`config.mk`:
```
export PLATFORM = sky130hd
export DESIGN_NAME = tw_host
export DESIGN_NICKNAME = d
export VERILOG_FILES = /design/src/hw/tw_pkg.sv /design/src/hw/tw_host.sv /design/src/hw/tw_line_monitor.sv
export SDC_FILE = /design/constraint.sdc
export NUM_CORES = 1
export LEC_CHECK = 0
export ABC_AREA = 1
export BUFFER_PORTS_ARGS = -buffer_cell sky130_fd_sc_hd__buf_2
export CAP_MARGIN = 20
export CORE_MARGIN = 3
export CORE_UTILIZATION = 25
export CTS_CLUSTER_SIZE = 28
export DETAILED_ROUTE_END_ITERATION = 8
export GPL_ROUTABILITY_DRIVEN = 0
export MAX_ROUTING_LAYER = met4
export PLACE_DENSITY = 0.51
export SETUP_SLACK_MARGIN = 0.1
export SLEW_MARGIN = 20
export SYNTH_ARGS = -nofsm -noshare
export SYNTH_HDL_FRONTEND = slang
export SYNTH_SLANG_ARGS = --single-unit
```
`constraint.sdc`:
```
create_clock -name clk -period 2.09 [get_ports clk]
set_input_delay 0.1045 -clock clk [delete_from_list [all_inputs] [get_ports clk]]
set_output_delay 0.1045 -clock clk [all_outputs]
set_load 0.01 [all_outputs]
```
`src/hw/tw_pkg.sv`:
```
package tw_pkg;

    localparam int CLK_PERIOD_NS  = 20;
    // standard rate: 10 us clock period made of ten timing units
    localparam int BIT_TIME_NS    = 10000;
    localparam int QUARTER_CYCLES = (BIT_TIME_NS + 10 * CLK_PERIOD_NS - 1) / (10 * CLK_PERIOD_NS);

    localparam logic [15:0] CLOCK_LOW_UNITS  = 16'h0006;
    localparam logic [15:0] CLOCK_HIGH_UNITS = 16'h0004;

    localparam logic [3:0] LAST_DATA_BIT = 4'h7;
    localparam logic [3:0] ACK_SLOT      = 4'h8;
    localparam logic [1:0] PHASE_HIGH    = 2'h2;
    localparam logic [1:0] PHASE_SAMPLE  = 2'h3;

    localparam logic [7:0] RESET_BYTE  = 8'h00;
    localparam logic [7:0] IDLE_BYTE   = 8'hFF;
    localparam logic [3:0] RESET_COUNT = 4'h0;
    localparam logic [1:0] RESET_PHASE = 2'h0;

    typedef enum logic [2:0] {
        TW_M_IDLE,
        TW_M_HOLD,
        TW_M_START,
        TW_M_SETUP,
        TW_M_BIT,
        TW_M_STOP
    } tw_mst_state_t;

    typedef enum logic [2:0] {
        TW_S_IDLE,
        TW_S_ADDR,
        TW_S_ACK,
        TW_S_RX,
        TW_S_TX,
        TW_S_TACK
    } tw_slv_state_t;

endpackage : tw_pkg

```
`src/hw/tw_host.sv`:
```
// What this block does
// - both lines high means bus idle
// - byte slot is eight data plus ack
// - data bytes go out MSB first
// - receiver may hold clock low to wait
// - START/STOP are data edges with clock high
// - first byte is address plus direction bit
// - data changes only while clock low
// - master clocks ack, transmitter releases data
// - receiver acks by holding data low
// - no address match: leave high, then STOP
// - master reader nacks last byte only
// - losing master releases data, waits idle
`timescale 1ns/1ps
`default_nettype none

module tw_host
    import tw_pkg::*;
#(
    parameter logic [15:0] QUARTER_COUNT = 16'(QUARTER_CYCLES),
    parameter logic [6:0]  OWN_ADDRESS   = 7'h2A  // arbitrary
) (
    input  wire logic       clk,
    input  wire logic       rst,
    input  wire logic       bus_clock_pin_in,
    output logic            bus_clock_pin_out,
    output logic            bus_clock_pin_oe_n,
    input  wire logic       bus_data_pin_in,
    output logic            bus_data_pin_out,
    output logic            bus_data_pin_oe_n,
    input  wire logic       cmd_valid,
    output logic            cmd_ready,
    input  wire logic       cmd_start,
    input  wire logic       cmd_stop,
    input  wire logic       cmd_read,
    input  wire logic       cmd_ack,
    input  wire logic [7:0] cmd_data,
    output logic            rsp_valid,
    output logic [7:0]      rsp_data,
    output logic            rsp_nack,
    output logic            rsp_lost,
    output logic            slv_rx_valid,
    output logic [7:0]      slv_rx_data,
    output logic            slv_tx_req,
    input  wire logic [7:0] slv_tx_data
);

    logic scl_s;
    logic sda_s;
    logic scl_rise;
    logic scl_fall;
    logic start_det;
    logic stop_det;
    logic bus_busy;
    logic line_idle;

    tw_line_monitor u_monitor (
        .clk       (clk),
        .rst       (rst),
        .scl_pin   (bus_clock_pin_in),
        .sda_pin   (bus_data_pin_in),
        .scl_s     (scl_s),
        .sda_s     (sda_s),
        .scl_rise  (scl_rise),
        .scl_fall  (scl_fall),
        .start_det (start_det),
        .stop_det  (stop_det),
        .bus_busy  (bus_busy)
    );

    assign line_idle = ~bus_busy & scl_s & sda_s;

    // master unit
    tw_mst_state_t m_state, next_m_state;
    logic [1:0]    m_phase, next_m_phase;
    logic [15:0]   m_timer, next_m_timer;
    logic [3:0]    m_cnt, next_m_cnt;
    logic [7:0]    m_shift, next_m_shift;
    logic          m_scl_low, next_m_scl_low;
    logic          m_sda_low, next_m_sda_low;
    logic          m_read, next_m_read;
    logic          m_ack, next_m_ack;
    logic          m_stop_pend, next_m_stop_pend;
    logic          next_rsp_valid;
    logic [7:0]    next_rsp_data;
    logic          next_rsp_nack;
    logic          next_rsp_lost;
    logic          tick;
    logic [15:0]   phase_len;
    logic          take;

    // one unit is QUARTER_COUNT clocks, i.e. BIT_TIME_NS / 10 rounded up to whole clk periods
    assign phase_len = m_phase[1] ? (CLOCK_HIGH_UNITS >> 1) * QUARTER_COUNT
                                  : (CLOCK_LOW_UNITS >> 1) * QUARTER_COUNT;
    // high phase only runs once the clock is really seen high
    assign tick = (m_timer == phase_len - 16'h1)
                  && (m_phase != PHASE_HIGH || scl_s);
    assign cmd_ready = (m_state == TW_M_IDLE) ? line_idle : (m_state == TW_M_HOLD);
    assign take = cmd_valid & cmd_ready;

    always_comb begin
        next_m_state     = m_state;
        next_m_phase     = m_phase;
        next_m_timer     = m_timer;
        next_m_cnt       = m_cnt;
        next_m_shift     = m_shift;
        next_m_scl_low   = m_scl_low;
        next_m_sda_low   = m_sda_low;
        next_m_read      = m_read;
        next_m_ack       = m_ack;
        next_m_stop_pend = m_stop_pend;
        next_rsp_valid   = 1'h0;
        next_rsp_data    = rsp_data;
        next_rsp_nack    = rsp_nack;
        next_rsp_lost    = rsp_lost;
        if (m_state != TW_M_IDLE && m_state != TW_M_HOLD) begin
            next_m_timer = tick ? 16'h0 : m_timer + 16'h1;
            if (m_phase == PHASE_HIGH && !scl_s) begin
                next_m_timer = 16'h0;
            end
            if (tick) begin
                next_m_phase = m_phase + 2'h1;
            end
        end
        case (m_state)
            TW_M_IDLE, TW_M_HOLD: begin
                next_m_timer = 16'h0;
                next_m_phase = RESET_PHASE;
                if (take) begin
                    next_m_shift     = cmd_read ? IDLE_BYTE : cmd_data;
                    next_m_read      = cmd_read;
                    next_m_ack       = cmd_ack;
                    next_m_stop_pend = cmd_stop;
                    next_m_cnt       = RESET_COUNT;
                    // from idle every command opens with a START
                    if (cmd_start || m_state == TW_M_IDLE) begin
                        next_m_state = TW_M_START;
                    end else begin
                        next_m_state = TW_M_BIT;
                    end
                end
            end
            TW_M_START: begin
                if (tick) begin
                    case (m_phase)
                        2'h0: next_m_sda_low = 1'h0;
                        2'h1: next_m_scl_low = 1'h0;
                        2'h2: next_m_sda_low = 1'h0;
                        default: begin
                            if (!sda_s) begin
                                // someone else already started
                                next_m_state   = TW_M_IDLE;
                                next_rsp_valid = 1'h1;
                                next_rsp_lost  = 1'h1;
                                next_rsp_nack  = 1'h1;
                            end else begin
                                next_m_sda_low = 1'h1;
                                next_m_state   = TW_M_SETUP;
                            end
                        end
                    endcase
                end
            end
            TW_M_SETUP: begin
                if (tick) begin
                    next_m_scl_low = 1'h1;
                    next_m_phase   = RESET_PHASE;
                    next_m_state   = TW_M_BIT;
                end
            end
            TW_M_BIT: begin
                if (tick) begin
                    case (m_phase)
                        2'h0: begin
                            // data set up in the low phase only
                            if (m_cnt <= LAST_DATA_BIT) begin
                                next_m_sda_low = ~m_read & ~m_shift[7];
                            end else begin
                                next_m_sda_low = m_read & m_ack;
                            end
                        end
                        2'h1: next_m_scl_low = 1'h0;
                        2'h2: next_m_scl_low = 1'h0;
                        default: begin
                            next_m_scl_low = 1'h1;
                            next_m_cnt     = m_cnt + 4'h1;
                            if (m_cnt <= LAST_DATA_BIT) begin
                                next_m_shift = {m_shift[6:0], sda_s};
                            end
                            if (m_cnt <= LAST_DATA_BIT && !m_read && m_shift[7] && !sda_s) begin
                                next_m_scl_low = 1'h0;
                                next_m_sda_low = 1'h0;
                                next_m_state   = TW_M_IDLE;
                                next_rsp_valid = 1'h1;
                                next_rsp_lost  = 1'h1;
                                next_rsp_nack  = 1'h1;
                                next_rsp_data  = m_shift;
                            end else if (m_cnt == ACK_SLOT) begin
                                next_m_sda_low = 1'h0;
                                next_rsp_valid = 1'h1;
                                next_rsp_lost  = 1'h0;
                                next_rsp_nack  = m_read ? ~m_ack : sda_s;
                                next_rsp_data  = m_shift;
                                next_m_phase   = RESET_PHASE;
                                if ((!m_read && sda_s) || m_stop_pend) begin
                                    next_m_state = TW_M_STOP;
                                end else begin
                                    next_m_state = TW_M_HOLD;
                                end
                            end
                        end
                    endcase
                end
            end
            TW_M_STOP: begin
                if (tick) begin
                    case (m_phase)
                        2'h0: next_m_sda_low = 1'h1;
                        2'h1: next_m_scl_low = 1'h0;
                        2'h2: next_m_scl_low = 1'h0;
                        default: begin
                            next_m_sda_low = 1'h0;
                            next_m_state   = TW_M_IDLE;
                        end
                    endcase
                end
            end
            default: begin
                next_m_state   = TW_M_IDLE;
                next_m_scl_low = 1'h0;
                next_m_sda_low = 1'h0;
            end
        endcase
    end

    always_ff @(posedge clk or posedge rst) begin
        if (rst) begin
            m_state     <= TW_M_IDLE;
            m_phase     <= RESET_PHASE;
            m_timer     <= 16'h0;
            m_cnt       <= RESET_COUNT;
            m_shift     <= RESET_BYTE;
            m_scl_low   <= 1'h0;
            m_sda_low   <= 1'h0;
            m_read      <= 1'h0;
            m_ack       <= 1'h0;
            m_stop_pend <= 1'h0;
            rsp_valid   <= 1'h0;
            rsp_data    <= RESET_BYTE;
            rsp_nack    <= 1'h0;
            rsp_lost    <= 1'h0;
        end else begin
            m_state     <= next_m_state;
            m_phase     <= next_m_phase;
            m_timer     <= next_m_timer;
            m_cnt       <= next_m_cnt;
            m_shift     <= next_m_shift;
            m_scl_low   <= next_m_scl_low;
            m_sda_low   <= next_m_sda_low;
            m_read      <= next_m_read;
            m_ack       <= next_m_ack;
            m_stop_pend <= next_m_stop_pend;
            rsp_valid   <= next_rsp_valid;
            rsp_data    <= next_rsp_data;
            rsp_nack    <= next_rsp_nack;
            rsp_lost    <= next_rsp_lost;
        end
    end

    // slave unit, paced only by the clock edges it observes
    tw_slv_state_t s_state, next_s_state;
    logic [3:0]    s_cnt, next_s_cnt;
    logic [7:0]    s_shift, next_s_shift;
    logic          s_sda_low, next_s_sda_low;
    logic          s_read, next_s_read;
    logic          next_slv_rx_valid;
    logic [7:0]    next_slv_rx_data;
    logic          next_slv_tx_req;

    always_comb begin
        next_s_state      = s_state;
        next_s_cnt        = s_cnt;
        next_s_shift      = s_shift;
        next_s_sda_low    = s_sda_low;
        next_s_read       = s_read;
        next_slv_rx_valid = 1'h0;
        next_slv_rx_data  = slv_rx_data;
        next_slv_tx_req   = 1'h0;
        if (start_det) begin
            next_s_state   = TW_S_ADDR;
            next_s_cnt     = RESET_COUNT;
            next_s_sda_low = 1'h0;
        end else if (stop_det) begin
            next_s_state   = TW_S_IDLE;
            next_s_sda_low = 1'h0;
        end else begin
            case (s_state)
                TW_S_IDLE: next_s_sda_low = 1'h0;
                TW_S_ADDR, TW_S_RX: begin
                    if (scl_rise && s_cnt < ACK_SLOT) begin
                        next_s_shift = {s_shift[6:0], sda_s};
                        next_s_cnt   = s_cnt + 4'h1;
                    end else if (scl_fall && s_cnt == ACK_SLOT) begin
                        if (s_state == TW_S_RX) begin
                            next_s_state      = TW_S_ACK;
                            next_s_sda_low    = 1'h1;
                            next_slv_rx_valid = 1'h1;
                            next_slv_rx_data  = s_shift;
                        end else if (s_shift[7:1] == OWN_ADDRESS) begin
                            next_s_state   = TW_S_ACK;
                            next_s_sda_low = 1'h1;
                            next_s_read    = s_shift[0];
                        end else begin
                            next_s_state = TW_S_IDLE;
                        end
                    end
                end
                TW_S_ACK: begin
                    if (scl_fall) begin
                        next_s_cnt = RESET_COUNT;
                        if (s_read) begin
                            next_slv_tx_req = 1'h1;
                            next_s_shift    = slv_tx_data;
                            next_s_sda_low  = ~slv_tx_data[7];
                            next_s_state    = TW_S_TX;
                        end else begin
                            next_s_sda_low = 1'h0;
                            next_s_state   = TW_S_RX;
                        end
                    end
                end
                TW_S_TX: begin
                    if (scl_rise) begin
                        next_s_cnt = s_cnt + 4'h1;
                    end else if (scl_fall) begin
                        if (s_cnt == ACK_SLOT) begin
                            next_s_sda_low = 1'h0;
                            next_s_state   = TW_S_TACK;
                        end else begin
                            next_s_sda_low = ~s_shift[6];
                            next_s_shift   = {s_shift[6:0], 1'h0};
                        end
                    end
                end
                TW_S_TACK: begin
                    if (scl_rise) begin
                        // a nack ends sending; the line stays released
                        next_s_state = sda_s ? TW_S_IDLE : TW_S_ACK;
                    end
                end
                default: begin
                    next_s_state   = TW_S_IDLE;
                    next_s_sda_low = 1'h0;
                end
            endcase
        end
    end

    always_ff @(posedge clk or posedge rst) begin
        if (rst) begin
            s_state      <= TW_S_IDLE;
            s_cnt        <= RESET_COUNT;
            s_shift      <= RESET_BYTE;
            s_sda_low    <= 1'h0;
            s_read       <= 1'h0;
            slv_rx_valid <= 1'h0;
            slv_rx_data  <= RESET_BYTE;
            slv_tx_req   <= 1'h0;
        end else begin
            s_state      <= next_s_state;
            s_cnt        <= next_s_cnt;
            s_shift      <= next_s_shift;
            s_sda_low    <= next_s_sda_low;
            s_read       <= next_s_read;
            slv_rx_valid <= next_slv_rx_valid;
            slv_rx_data  <= next_slv_rx_data;
            slv_tx_req   <= next_slv_tx_req;
        end
    end

    // open drain: only ever pull low, never drive high
    assign bus_clock_pin_out  = 1'h0;
    assign bus_data_pin_out   = 1'h0;
    assign bus_clock_pin_oe_n = ~m_scl_low;
    // both units share one pair of lines, so each hears the other
    assign bus_data_pin_oe_n  = ~(m_sda_low | s_sda_low);

endmodule : tw_host

`default_nettype wire

```
`src/hw/tw_line_monitor.sv`:
```
`timescale 1ns/1ps
`default_nettype none

module tw_line_monitor
    import tw_pkg::*;
(
    input  wire logic clk,
    input  wire logic rst,
    input  wire logic scl_pin,
    input  wire logic sda_pin,
    output logic      scl_s,
    output logic      sda_s,
    output logic      scl_rise,
    output logic      scl_fall,
    output logic      start_det,
    output logic      stop_det,
    output logic      bus_busy
);

    logic [1:0] scl_meta;
    logic [1:0] sda_meta;
    logic       scl_prev;
    logic       sda_prev;
    logic       next_busy;

    // first stage only feeds the second stage
    assign scl_s     = scl_meta[1];
    assign sda_s     = sda_meta[1];
    assign scl_rise  = scl_s & ~scl_prev;
    assign scl_fall  = ~scl_s & scl_prev;
    assign start_det = scl_s & scl_prev & sda_prev & ~sda_s;
    assign stop_det  = scl_s & scl_prev & ~sda_prev & sda_s;

    always_comb begin
        next_busy = bus_busy;
        if (start_det) begin
            next_busy = 1'h1;
        end else if (stop_det) begin
            next_busy = 1'h0;
        end
    end

    always_ff @(posedge clk or posedge rst) begin
        if (rst) begin
            scl_meta <= 2'h3;
            sda_meta <= 2'h3;
            scl_prev <= 1'h1;
            sda_prev <= 1'h1;
            bus_busy <= 1'h0;
        end else begin
            scl_meta <= {scl_meta[0], scl_pin};
            sda_meta <= {sda_meta[0], sda_pin};
            scl_prev <= scl_s;
            sda_prev <= sda_s;
            bus_busy <= next_busy;
        end
    end

endmodule : tw_line_monitor

`default_nettype wire

```
After elaboration in Yosys (flattened, before gate mapping):

Index checks and enable logic that the tools add are counted.

* bits in registers: 83
* bits of input ports: 25
* output and inout port bits: 26
* word-level logic and storage cells: 302

* add/subtract/negate cells: 5
* order comparisons: 2
* equality and inequality tests: 57
* multiplexer cells: 133
* bitwise gates (word level): 32
* reductions and logical operators: 46

Operator list (count)
* $mux W8: 14
* $mux W3: 22
* $mux W16: 4
* $mux W1: 57
* $ne A2 B2 Y1 const B: 24
* $mux W4: 8
* $ne A4 B4 Y1 const B: 8
* $pmux W3 S5: 2
* $reduce_and A9 Y1: 3
* $pmux W8 S3: 1
* $mux W2: 11
* $reduce_and A7 Y1: 3
* $not A1 Y1: 19
* $ne A3 B3 Y1 const B: 6
* $add A16 B1 Y16 const B: 1
* $eq A16 B16 Y1: 1
* $pmux W8 S2: 1
* $reduce_and A8 Y1: 2
* $pmux W1 S2: 7
* $and A1 B1 Y1: 12
* $eq A3 B2 Y1 const B: 4
* $eq A3 B3 Y1 const B: 4
* $pmux W4 S3: 1
* $reduce_and A5 Y1: 2
* 31 further kinds: 58

Logic depth before layout (Yosys ltp):

Gate-level depths: netlist of the first run.

* word-level depth: 11
* depth in mapped cells: 14
* gate-level depth less buffers: 14

By module:

Synthesis of the first run repeated with hierarchy kept, for this count alone.

* cells, all modules: 614
* area total of the unflattened synthesis: 4645.7 um^2

Modules (own cells, without submodules)
* tw_host: times used 1, cells an instance 592, area an instance 4405.5 um^2, sequential area each 1901.8 um^2
* tw_line_monitor: times used 1, cells an instance 22, area an instance 240.2 um^2, sequential area each 182.7 um^2

Worst setup path before layout of the first run:

Ideal clock, no wire load.

* path type: reg2reg
* start: register m_phase[0]
* end: register rsp_data[0]
* library setup time: 117 ps
* arrival: 1660 ps
* data required time: 1973 ps
* setup slack: 313 ps
* stages on the path, launching flop included: 14
* buffers on the path: 1
* clock period less this slack: 1777 ps
* cell sequence: dfrtp_1 -> inv_1 -> ha_1 -> inv_1 -> nor2_1 -> nor2_1 -> nand2_1 -> nor2_2 -> nand3_4 -> inv_2 -> nand4_4 -> buf_2 -> o21ai_1 -> inv_1

* word-level cells in the longest chain between the ends: 4
* elaborated cells on any way between the ends: 9
* those cells by class: eq/ne (3); bitwise (1); reduce/logical (5)

RTL lines
* from (decl): RTL line tw_host.sv:75 `logic [1:0] m_phase, next_m_phase;`
* from (signal assigned): RTL line tw_host.sv:254 `m_phase <= next_m_phase;`
* $eq A2 B2 Y1 (tied with other cells): RTL line tw_host.sv:173 `case (m_phase)`
* $reduce_or A3 Y1 (no line) / $logic_or A1 B1 Y1 (equally long branches)
* $not A1 Y1 (no line) / $logic_and A1 B1 Y1 (equally long branches)
* $reduce_and A4 Y1 (no line) (*)
* to (signal assigned): RTL line tw_host.sv:264 `rsp_data <= next_rsp_data;`
* to (decl): RTL line tw_host.sv:39 `output logic [7:0] rsp_data,`

Mark *: on every way between the ends. The rest lies on a longest branch, timed or not.
A chain may end at the register's enable or synchronous reset.

Worst setup path after layout of the first run:

* start: register m_phase[0]
* end: register m_shift[1]

* word-level cells in the longest chain between the ends: 5
* elaborated cells on any way between the ends: 10
* those cells by class: eq/ne (5); reduce/logical (5)

RTL lines
* $ne A2 B2 Y1: RTL line tw_host.sv:97 `&& (m_phase != PHASE_HIGH || scl_s);`
* $logic_or A1 B1 Y1: RTL line tw_host.sv:97
* $logic_and A1 B1 Y1: RTL line tw_host.sv:97
* $ne A2 B2 Y1 (no line)
* $reduce_and A5 Y1 (no line) (*)
* to (signal assigned): RTL line tw_host.sv:257 `m_shift <= next_m_shift;`
* to (decl): RTL line tw_host.sv:78 `logic [7:0] m_shift, next_m_shift;`

Marked as above.

==> flow_summary.json, run 1 <==
{
  "power.ir.vdd_worst_mv": 0.4289,
  "detail-route-antenna-nets": 0,
  "multi_input_logic_area_sq_um": 2091,
  "timing.setup.critical_path_class": "reg2reg",
  "ys_types": 45,
  "chipWidth_um": 139.5,
  "grt_start_max_net_pins": 29,
  "placed_area_sq_um": 5062,
  "timing.hold.worst_path_depth": 3,
  "die_h_um": 139.5,
  "area_growth_syn_to_layout_pct": 23.74,
  "p_per_area_nw_per_um2": 1007,
  "critPathArrivalTime_ns": 2.15,
  "worstSetupStartpointType": "register",
  "clkLatencyLatePin_ns": 0.35,
  "rsz0062_at_grt": "yes",
  "number_of_failing_setup_endpoints_in_the_final_timing_report": 0,
  "clock_tree_skew_after_final_layout_ns": 0.01153,
  "initial_core_util_pct": 25.68,
  "final-hold-violation-count": 0,
  "tritoncts_clock_tree": "built",
  "ctsHtreeMaxLevel": 3,
  "std_cell_rows": 48,
  "critical_path.max_stage_delay_ns": 0.39,
  "number_of_antenna_violations_at_the_first_check_in_global_routing": 0,
  "clock_tree_sinks": 83,
  "antenna-diode-count": 0,
  "post_drt_via_cell_ratio": 4.481,
  "crit_path_max_fanout": 7,
  "slew_viol_final": 0,
  "synth-seq-cells": 83,
  "cts_buffer_depth": 2,
  "worst_setup_path_end_kind": "register",
  "worst_path_most_repeated_cell": "sky130_fd_sc_hd__nand2_1",
  "max_slew_margin_pct": 56.14,
  "tightest_slew_ns": 0.6566,
  "number_of_global_route_vias_before_repair": 3745,
  "grt_pass1_wl_mm": 18.16,
  "drc": 0,
  "first_iter_violations": 185,
  "path_clk_slew_ns": 0.06,
  "num_ports": 51,
  "fin_nets": 682,
  "r2r.worst_path.cells": 14,
  "max-cap-violations": 0,
  "grt_total_ovfl": 0,
  "fin_crit_sh_pct": 89.21,
  "outcome": "finished clean",
  "totalNegativeSetupSlack_ns": 0,
  "highest_clock_rate_mhz": 536.3,
  "postSynthAreaPerCell_sq_um": 7.821,
  "drt_pre_antenna_iters": 5,
  "drive_above_1_share_pct": 21.29,
  "critical_path_required_ns": 2.37,
  "totalWireLength_mm": 11.05,
  "post-dp-hpwl_mm": 7.942,
  "final_util_pct": 31.78,
  "synth_seq_area_share_pct": 46.76,
  "register_area_sq_um": 2087,
  "fin_crit_period_ns": 1.865,
  "floorplan.die_area_sq_um": 19470,
  "via_count": 3934,
  "filler_cell_count": 1875,
  "routedWlPerCell_um": 12.59,
  "critical_path.cell_chain": "inv_2 > ha_4 > inv_1 > nor2_1 > nor2_1 > nand2_1 > nor2_4 > nand3_4 > inv_4 > nand2_1 > nand2_2 > buf_6 > nand3_1 > nand2_1",
  "synth-warning-count": 0,
  "fin_area_sq_um": 5517,
  "post_synth_instance_area_sq_um": 4458,
  "grt_use_total_pct": 11.78,
  "synthesis.instances": 570,
  "critical_path.slowest_cell": "sky130_fd_sc_hd__dfrtp_1",
  "cts-root-buf": "sky130_fd_sc_hd__clkbuf_16",
  "floorplan.core_area_sq_um": 17360,
  "p_leak_nw": 2.798,
  "timing.hold.worst.class": "in2reg",
  "io_buffers": 48,
  "cts-buffers-inserted": 9
}
==> routing by layer <==
layer	vias up	GRT usage [%]	part of all wire (%)
met3	23	2.715	4.0
met4	0	4.335	2.3
met2	79	18.52	46
li1	2006	-	-
met1	1826	14.91	47
met5	-	-	0
==> worst max-delay path, delay by kind of cell (launching register included) <==
family | cells | cell delay [ns]
buffers and inverters | 4 | 0.39
DFF | 1 | 0.39
and+or+nand+nor | 9 | 0.87
adders and majority gates | 1 | 0.16
==> final timing paths <==
check | to | slack, ns | from
min | s_shift[4]$_DFFE_PP0P_ | 0.02 | slv_tx_data[4]
max | m_shift[1]$_DFFE_PP0P_ | 0.23 | m_phase[0]$_DFF_PP0_
max in group asynchronous | m_phase[1]$_DFF_PP0_ | 0.94 | rst
min in group asynchronous | s_shift[2]$_DFFE_PP0P_ | 0.39 | rst
max reg2reg | m_shift[1]$_DFFE_PP0P_ | 0.23 | m_phase[0]$_DFF_PP0_
min reg2reg | u_monitor.scl_meta[1]$_DFF_PP1_ | 0.35 | u_monitor.scl_meta[0]$_DFF_PP1_
==> per-stage QoR <==
stage / power (mW) / hold slack [ns] / std cells / setup slack, ns
after detailed placement: 4.028 / 0.2132 / 850 / 0.1302
after global placement: 4.045 / 0.2113 / 850 / 0.1837
after floorplan: 3.481 / 0.1090 / 571 / 0.3133
after global routing: 6.021 / 0.03637 / 878 / 0.06658
final: 5.555 / 0.02448 / 878 / 0.2255
after CTS: 5.537 / 0.01309 / 870 / 0.1255
==> cells in the mapped netlist <==
cell	instances	area share (%)
sky130_fd_sc_hd__o22ai_1	2	0.28
sky130_fd_sc_hd__o21ai_0	55	6.2
sky130_fd_sc_hd__nand4_2	1	0.28
sky130_fd_sc_hd__inv_2	6	0.51
sky130_fd_sc_hd__a211oi_1	1	0.17
sky130_fd_sc_hd__nand3_4	1	0.39
sky130_fd_sc_hd__clkbuf_1	3	0.25
sky130_fd_sc_hd__a21oi_4	1	0.36
sky130_fd_sc_hd__buf_2	4	0.45
sky130_fd_sc_hd__a21oi_2	2	0.39
sky130_fd_sc_hd__nor2_1	56	4.7
sky130_fd_sc_hd__a21boi_0	1	0.17
sky130_fd_sc_hd__nand3b_1	2	0.34
sky130_fd_sc_hd__nand3_1	38	4.3
sky130_fd_sc_hd__conb_1	1	0.084
sky130_fd_sc_hd__nand4_4	1	0.48
sky130_fd_sc_hd__o211ai_2	2	0.56
sky130_fd_sc_hd__o21bai_1	4	0.67
sky130_fd_sc_hd__o31ai_1	2	0.34
sky130_fd_sc_hd__a21oi_1	20	2.2
sky130_fd_sc_hd__mux2_2	2	0.51
sky130_fd_sc_hd__o21ai_2	1	0.20
sky130_fd_sc_hd__buf_6	1	0.25
sky130_fd_sc_hd__dfrtp_1	77	43
sky130_fd_sc_hd__buf_4	2	0.34
sky130_fd_sc_hd__nand4_1	7	0.98
sky130_fd_sc_hd__o221a_2	1	0.25
sky130_fd_sc_hd__or2_2	2	0.28
sky130_fd_sc_hd__o211ai_1	6	1.0
sky130_fd_sc_hd__inv_1	80	6.7
sky130_fd_sc_hd__nand2_1	134	11
sky130_fd_sc_hd__dfstp_2	6	3.5
sky130_fd_sc_hd__nand2_2	2	0.28
sky130_fd_sc_hd__ha_1	9	2.5
sky130_fd_sc_hd__nor2_4	1	0.25
sky130_fd_sc_hd__xor2_1	4	0.79
sky130_fd_sc_hd__o21ai_1	10	1.1
sky130_fd_sc_hd__nor3_2	1	0.22
sky130_fd_sc_hd__nor3_4	1	0.36
sky130_fd_sc_hd__nor2_2	6	0.84
sky130_fd_sc_hd__a31oi_1	1	0.14
sky130_fd_sc_hd__nand2_4	1	0.25
sky130_fd_sc_hd__nor3_1	10	1.1
sky130_fd_sc_hd__nor3b_1	1	0.17
sky130_fd_sc_hd__xnor2_1	1	0.20
==> repair_timing <==
item | 4_1_cts | 5_1_grt
setup endpoints to repair | 0 | 53
buffers inserted | 0 | 6
endpoints found under the hold margin | 26 | 0
gates resized for setup | 0 | 26
hold buffers | 4 | 0
==> cell families after synthesis <==
logic type               synth area share [%]
AND/OR/NAND/NOR                         26.52
AO/OA/AOI/OAI                           14.09
buffers and inverters                   8.532
flip-flops                              46.76
adder cells (fa/ha/maj)                 2.526
XOR/XNOR                               0.9823
multiplexers                           0.5052
other                                 0.08412
==> power breakdown <==
group,internal [mW],switching (mW),leakage [nW]
clock network,0.802,0.659,0.129
logic,0.704,1.20,1.59
registers,1.93,0.258,1.08
==> cells in the final DEF, fill, tap and decap left out, types with 3 or more instances in the layout <==
cell type,netlist,routed
sky130_fd_sc_hd__ha_1,9,8
sky130_fd_sc_hd__o211ai_1,6,6
sky130_fd_sc_hd__o21ai_1,10,13
sky130_fd_sc_hd__inv_2,6,6
sky130_fd_sc_hd__o21bai_1,4,4
sky130_fd_sc_hd__dfrtp_1,77,75
sky130_fd_sc_hd__nor2_2,6,4
sky130_fd_sc_hd__clkinv_2,0,3
sky130_fd_sc_hd__dlygate4sd3_1,0,4
sky130_fd_sc_hd__nand4_1,7,7
sky130_fd_sc_hd__a21oi_1,20,20
sky130_fd_sc_hd__nand2_2,2,4
sky130_fd_sc_hd__o21ai_0,55,51
sky130_fd_sc_hd__xor2_1,4,4
sky130_fd_sc_hd__nand2_1,134,132
sky130_fd_sc_hd__nand3_2,0,5
sky130_fd_sc_hd__nor2_1,56,55
sky130_fd_sc_hd__nand3_1,38,34
sky130_fd_sc_hd__inv_1,80,77
sky130_fd_sc_hd__clkbuf_16,0,9
sky130_fd_sc_hd__nor2_4,1,4
sky130_fd_sc_hd__buf_2,4,48
sky130_fd_sc_hd__dfstp_2,6,6
sky130_fd_sc_hd__buf_4,2,20
sky130_fd_sc_hd__nor3_1,10,10
==> area by class of cell <==
type / count / area share [%]
multi-input cells: 394 / 37.90
flip-flops and latches: 83 / 37.83
repair buffers: 74 / 8.369
inverters: 86 / 6.010
well taps: 225 / 5.103
clock buffers: 11 / 4.219
clock inverters: 5 / 0.5670
==> state kept, by name (all words and copies together) (netlist names), 2 cells and up <==
register            flops
s_state                 3
s_shift                 8
u_monitor.sda_meta      2
rsp_data                8
s_cnt                   4
m_phase                 2
m_timer                16
m_shift                 8
slv_rx_data             8
u_monitor.scl_meta      2
m_cnt                   4
m_state                 3
Note: power is estimated with default switching activity, not from simulation.
==> run 2: changes to the inputs <==
CORE_MARGIN = default   (was 3)
==> flow_summary.json, run 2 (synthesis results as in run 1) <==
{
  "detailedPlace.worstSlack_ns": 0.08253,
  "met3RoutedLength_um": 372,
  "critical_path.cell_chain": "nor2_1 > nor2_1 > nand2_1 > nor2_4 > nand3_4 > buf_6 > buf_6 > nand2_4 > nand3_4 > nor2_2 > a21oi_1",
  "critical_path.startpoint": "u_monitor.scl_meta[1]$_DFF_PP1_",
  "totalWireLength_mm": 11.05,
  "worst_setup_path_end_kind": "register",
  "multi_input_logic_area_sq_um": 2153,
  "max_flop_register": "m_timer",
  "routed-wl-met2_mm": 5.150,
  "post-dp-hpwl_mm": 7.966,
  "chipWidth_um": 135.5,
  "drt_pre_antenna_iters": 4,
  "first_iter_violations": 211,
  "critPathArrivalTime_ns": 2.16,
  "r2r_slack_ns": 0.16,
  "initial_core_util_pct": 25.68,
  "critical_path_required_ns": 2.32,
  "rsz0062_at_grt": "yes",
  "die_h_um": 135.5,
  "totalNegativeSetupSlack_ns": 0,
  "critical_path.slowest_cell": "sky130_fd_sc_hd__dfstp_2",
  "num_ports": 51,
  "register_area_sq_um": 2085,
  "cts-buffers-inserted": 9,
  "highest_layer": "met4",
  "path_clk_slew_ns": 0.06,
  "timing.setup.critical_path_class": "reg2reg",
  "cts-root-buf": "sky130_fd_sc_hd__clkbuf_16",
  "tritoncts_clock_tree": "built",
  "clock_tree_skew_after_final_layout_ns": 0.01282,
  "slew_viol_final": 0,
  "most-common-layout-cells": "sky130_fd_sc_hd__nand2_1, sky130_fd_sc_hd__dfrtp_1, sky130_fd_sc_hd__inv_1",
  "timing.critical_path.max_delay_family": "simple AND/OR/NAND/NOR gates",
  "fin_nets": 682,
  "outcome": "finished clean",
  "highest_clock_rate_mhz": 518.7,
  "fin_crit_sh_pct": 92.24,
  "hold_path.startpoint": "cmd_stop",
  "area_growth_syn_to_layout_pct": 26.13,
  "std_cell_rows": 48,
  "drive_above_1_share_pct": 23.28,
  "grt_use_total_pct": 13.03,
  "power.ir.vdd_worst_mv": 0.4276,
  "most_frequent_standard_cell_in_the_layout_excluding_fill_and_tap_cells": "sky130_fd_sc_hd__nand2_1",
  "clock_tree_sinks": 83,
  "tightest_slew_ns": 0.5205,
  "max-cap-violations": 0,
  "placed_area_sq_um": 5040,
  "io_buffers": 48,
  "cts_buffer_depth": 2,
  "post_drt_via_cell_ratio": 4.407,
  "drc": 0,
  "grt_start_max_net_pins": 26,
  "number_of_global_route_vias_before_repair": 3679,
  "timing.rr.end": "m_scl_low$_DFFE_PP0P_",
  "fin_area_sq_um": 5623,
  "wirelength_met1_mm": 5.324,
  "timing.hold.worst.class": "in2reg",
  "critical_path.max_stage_delay_ns": 0.63,
  "worstSetupStartpointType": "register",
  "r2r.worst_path.cells": 11,
  "floorplan.core_area_sq_um": 17360,
  "max_slew_margin_pct": 65.22,
  "number_of_failing_setup_endpoints_in_the_final_timing_report": 0,
  "final.hold.worst_slack_ns": 0.03470,
  "grt_total_ovfl": 0,
  "fin_crit_period_ns": 1.928,
  "detail-route-antenna-nets": 0,
  "filler_cell_count": 1872,
  "timing.hold.worst_path_depth": 3,
  "rr_startpoint": "u_monitor.scl_meta[1]$_DFF_PP1_",
  "final.setup.worst_slack_ns": 0.1621,
  "grt_pass1_wl_mm": 18.11,
  "worstSetupPathDepth": 11,
  "critical_path_buf_inv_count": 2,
  "via_count": 3869,
  "antenna-diode-count": 0,
  "largest_reg_flops": 16,
  "p_per_area_nw_per_um2": 1022,
  "ctsHtreeMaxLevel": 3,
  "final-hold-violation-count": 0,
  "worst_setup_ep": "m_scl_low$_DFFE_PP0P_",
  "number_of_antenna_violations_at_the_first_check_in_global_routing": 0,
  "floorplan.die_area_sq_um": 18370,
  "routedWlPerCell_um": 12.58,
  "p_leak_nw": 2.839,
  "total_power_mw": 5.747,
  "crit_path_max_fanout": 6,
  "clkLatencyLatePin_ns": 0.35
}
-- run 2: cell types whose count changed in the layout (fill, tap and decap cells not counted), moves of 2 or more --
| cell | before | now |
|---|---|---|
| sky130_fd_sc_hd__nand3_1 | 34 | 32 |
| sky130_fd_sc_hd__nor2_2 | 4 | 7 |
| sky130_fd_sc_hd__inv_2 | 6 | 8 |
| sky130_fd_sc_hd__nand2_1 | 132 | 127 |
| sky130_fd_sc_hd__nor2_1 | 55 | 52 |
| sky130_fd_sc_hd__dfrtp_1 | 75 | 77 |
| sky130_fd_sc_hd__o21ai_2 | 1 | 4 |
| sky130_fd_sc_hd__nand2_2 | 4 | 6 |
| sky130_fd_sc_hd__inv_1 | 77 | 75 |
| sky130_fd_sc_hd__dfrtp_2 | 2 | 0 |
| sky130_fd_sc_hd__nand2_4 | 1 | 4 |
| sky130_fd_sc_hd__o21ai_1 | 13 | 9 |
-- run 2: worst min path at each step --
| stage | slack, ns | to |
|---|---|---|
| 3_5_place_dp | 0.19 | s_shift[0]$_DFFE_PP0P_ |
| 5_1_grt | 0.03 | s_shift[6]$_DFFE_PP0P_ |
| 6_report | 0.03 | m_stop_pend$_DFFE_PP0P_ |
| 3_3_place_gp | 0.18 | s_cnt[2]$_DFFE_PP0P_ |
| 4_1_cts | 0.02 | s_shift[6]$_DFFE_PP0P_ |
| 2_1_floorplan | 0.11 | u_monitor.scl_meta[0]$_DFF_PP1_ |
-- run 2: area by class of cell --
type	count	area share [%]
Multi-Input combinational cell	393	38.30
Sequential cell	83	37.07
Timing Repair Buffer	75	8.634
Inverter	86	5.897
Tap cell	225	5.007
Clock buffer	11	4.139
Clock inverter	5	0.9568
-- run 2: report_power, final --
group          switching (mW)  internal (mW)
Clock                   0.638          0.922
Sequential              0.267           1.93
Combinational            1.27          0.719
-- run 2: worst reg2reg max path: cells and delay by family, from the launching register on --
family / cells / cell delay [ns]
AOI/OAI and AO/OA: 1 / 0.04
DFF: 1 / 0.63
and+or+nand+nor: 8 / 0.84
buffers and inverters: 2 / 0.29
-- run 2: repair_timing --
item	4_1_cts	5_1_grt
endpoints found under the hold margin	21	0
hold buffers	4	0
setup endpoints to repair	5	48
pin swaps	0	16
buffers inserted	0	10
cloned	0	1
gates resized for setup	1	45
-- run 2: routing by layer --
metal	up-vias	global-route usage, %
li1	2003	-
met4	0	5.181
met2	61	19.32
met1	1791	16.88
met5	-	-
met3	14	3.292
-- run 2: per-stage QoR --
step	util (%)	cells
finish	32.40	878
global route	32.40	878
CTS	30.95	867
detailed placement	29.04	847
global placement	29.04	847
floorplan	-	571
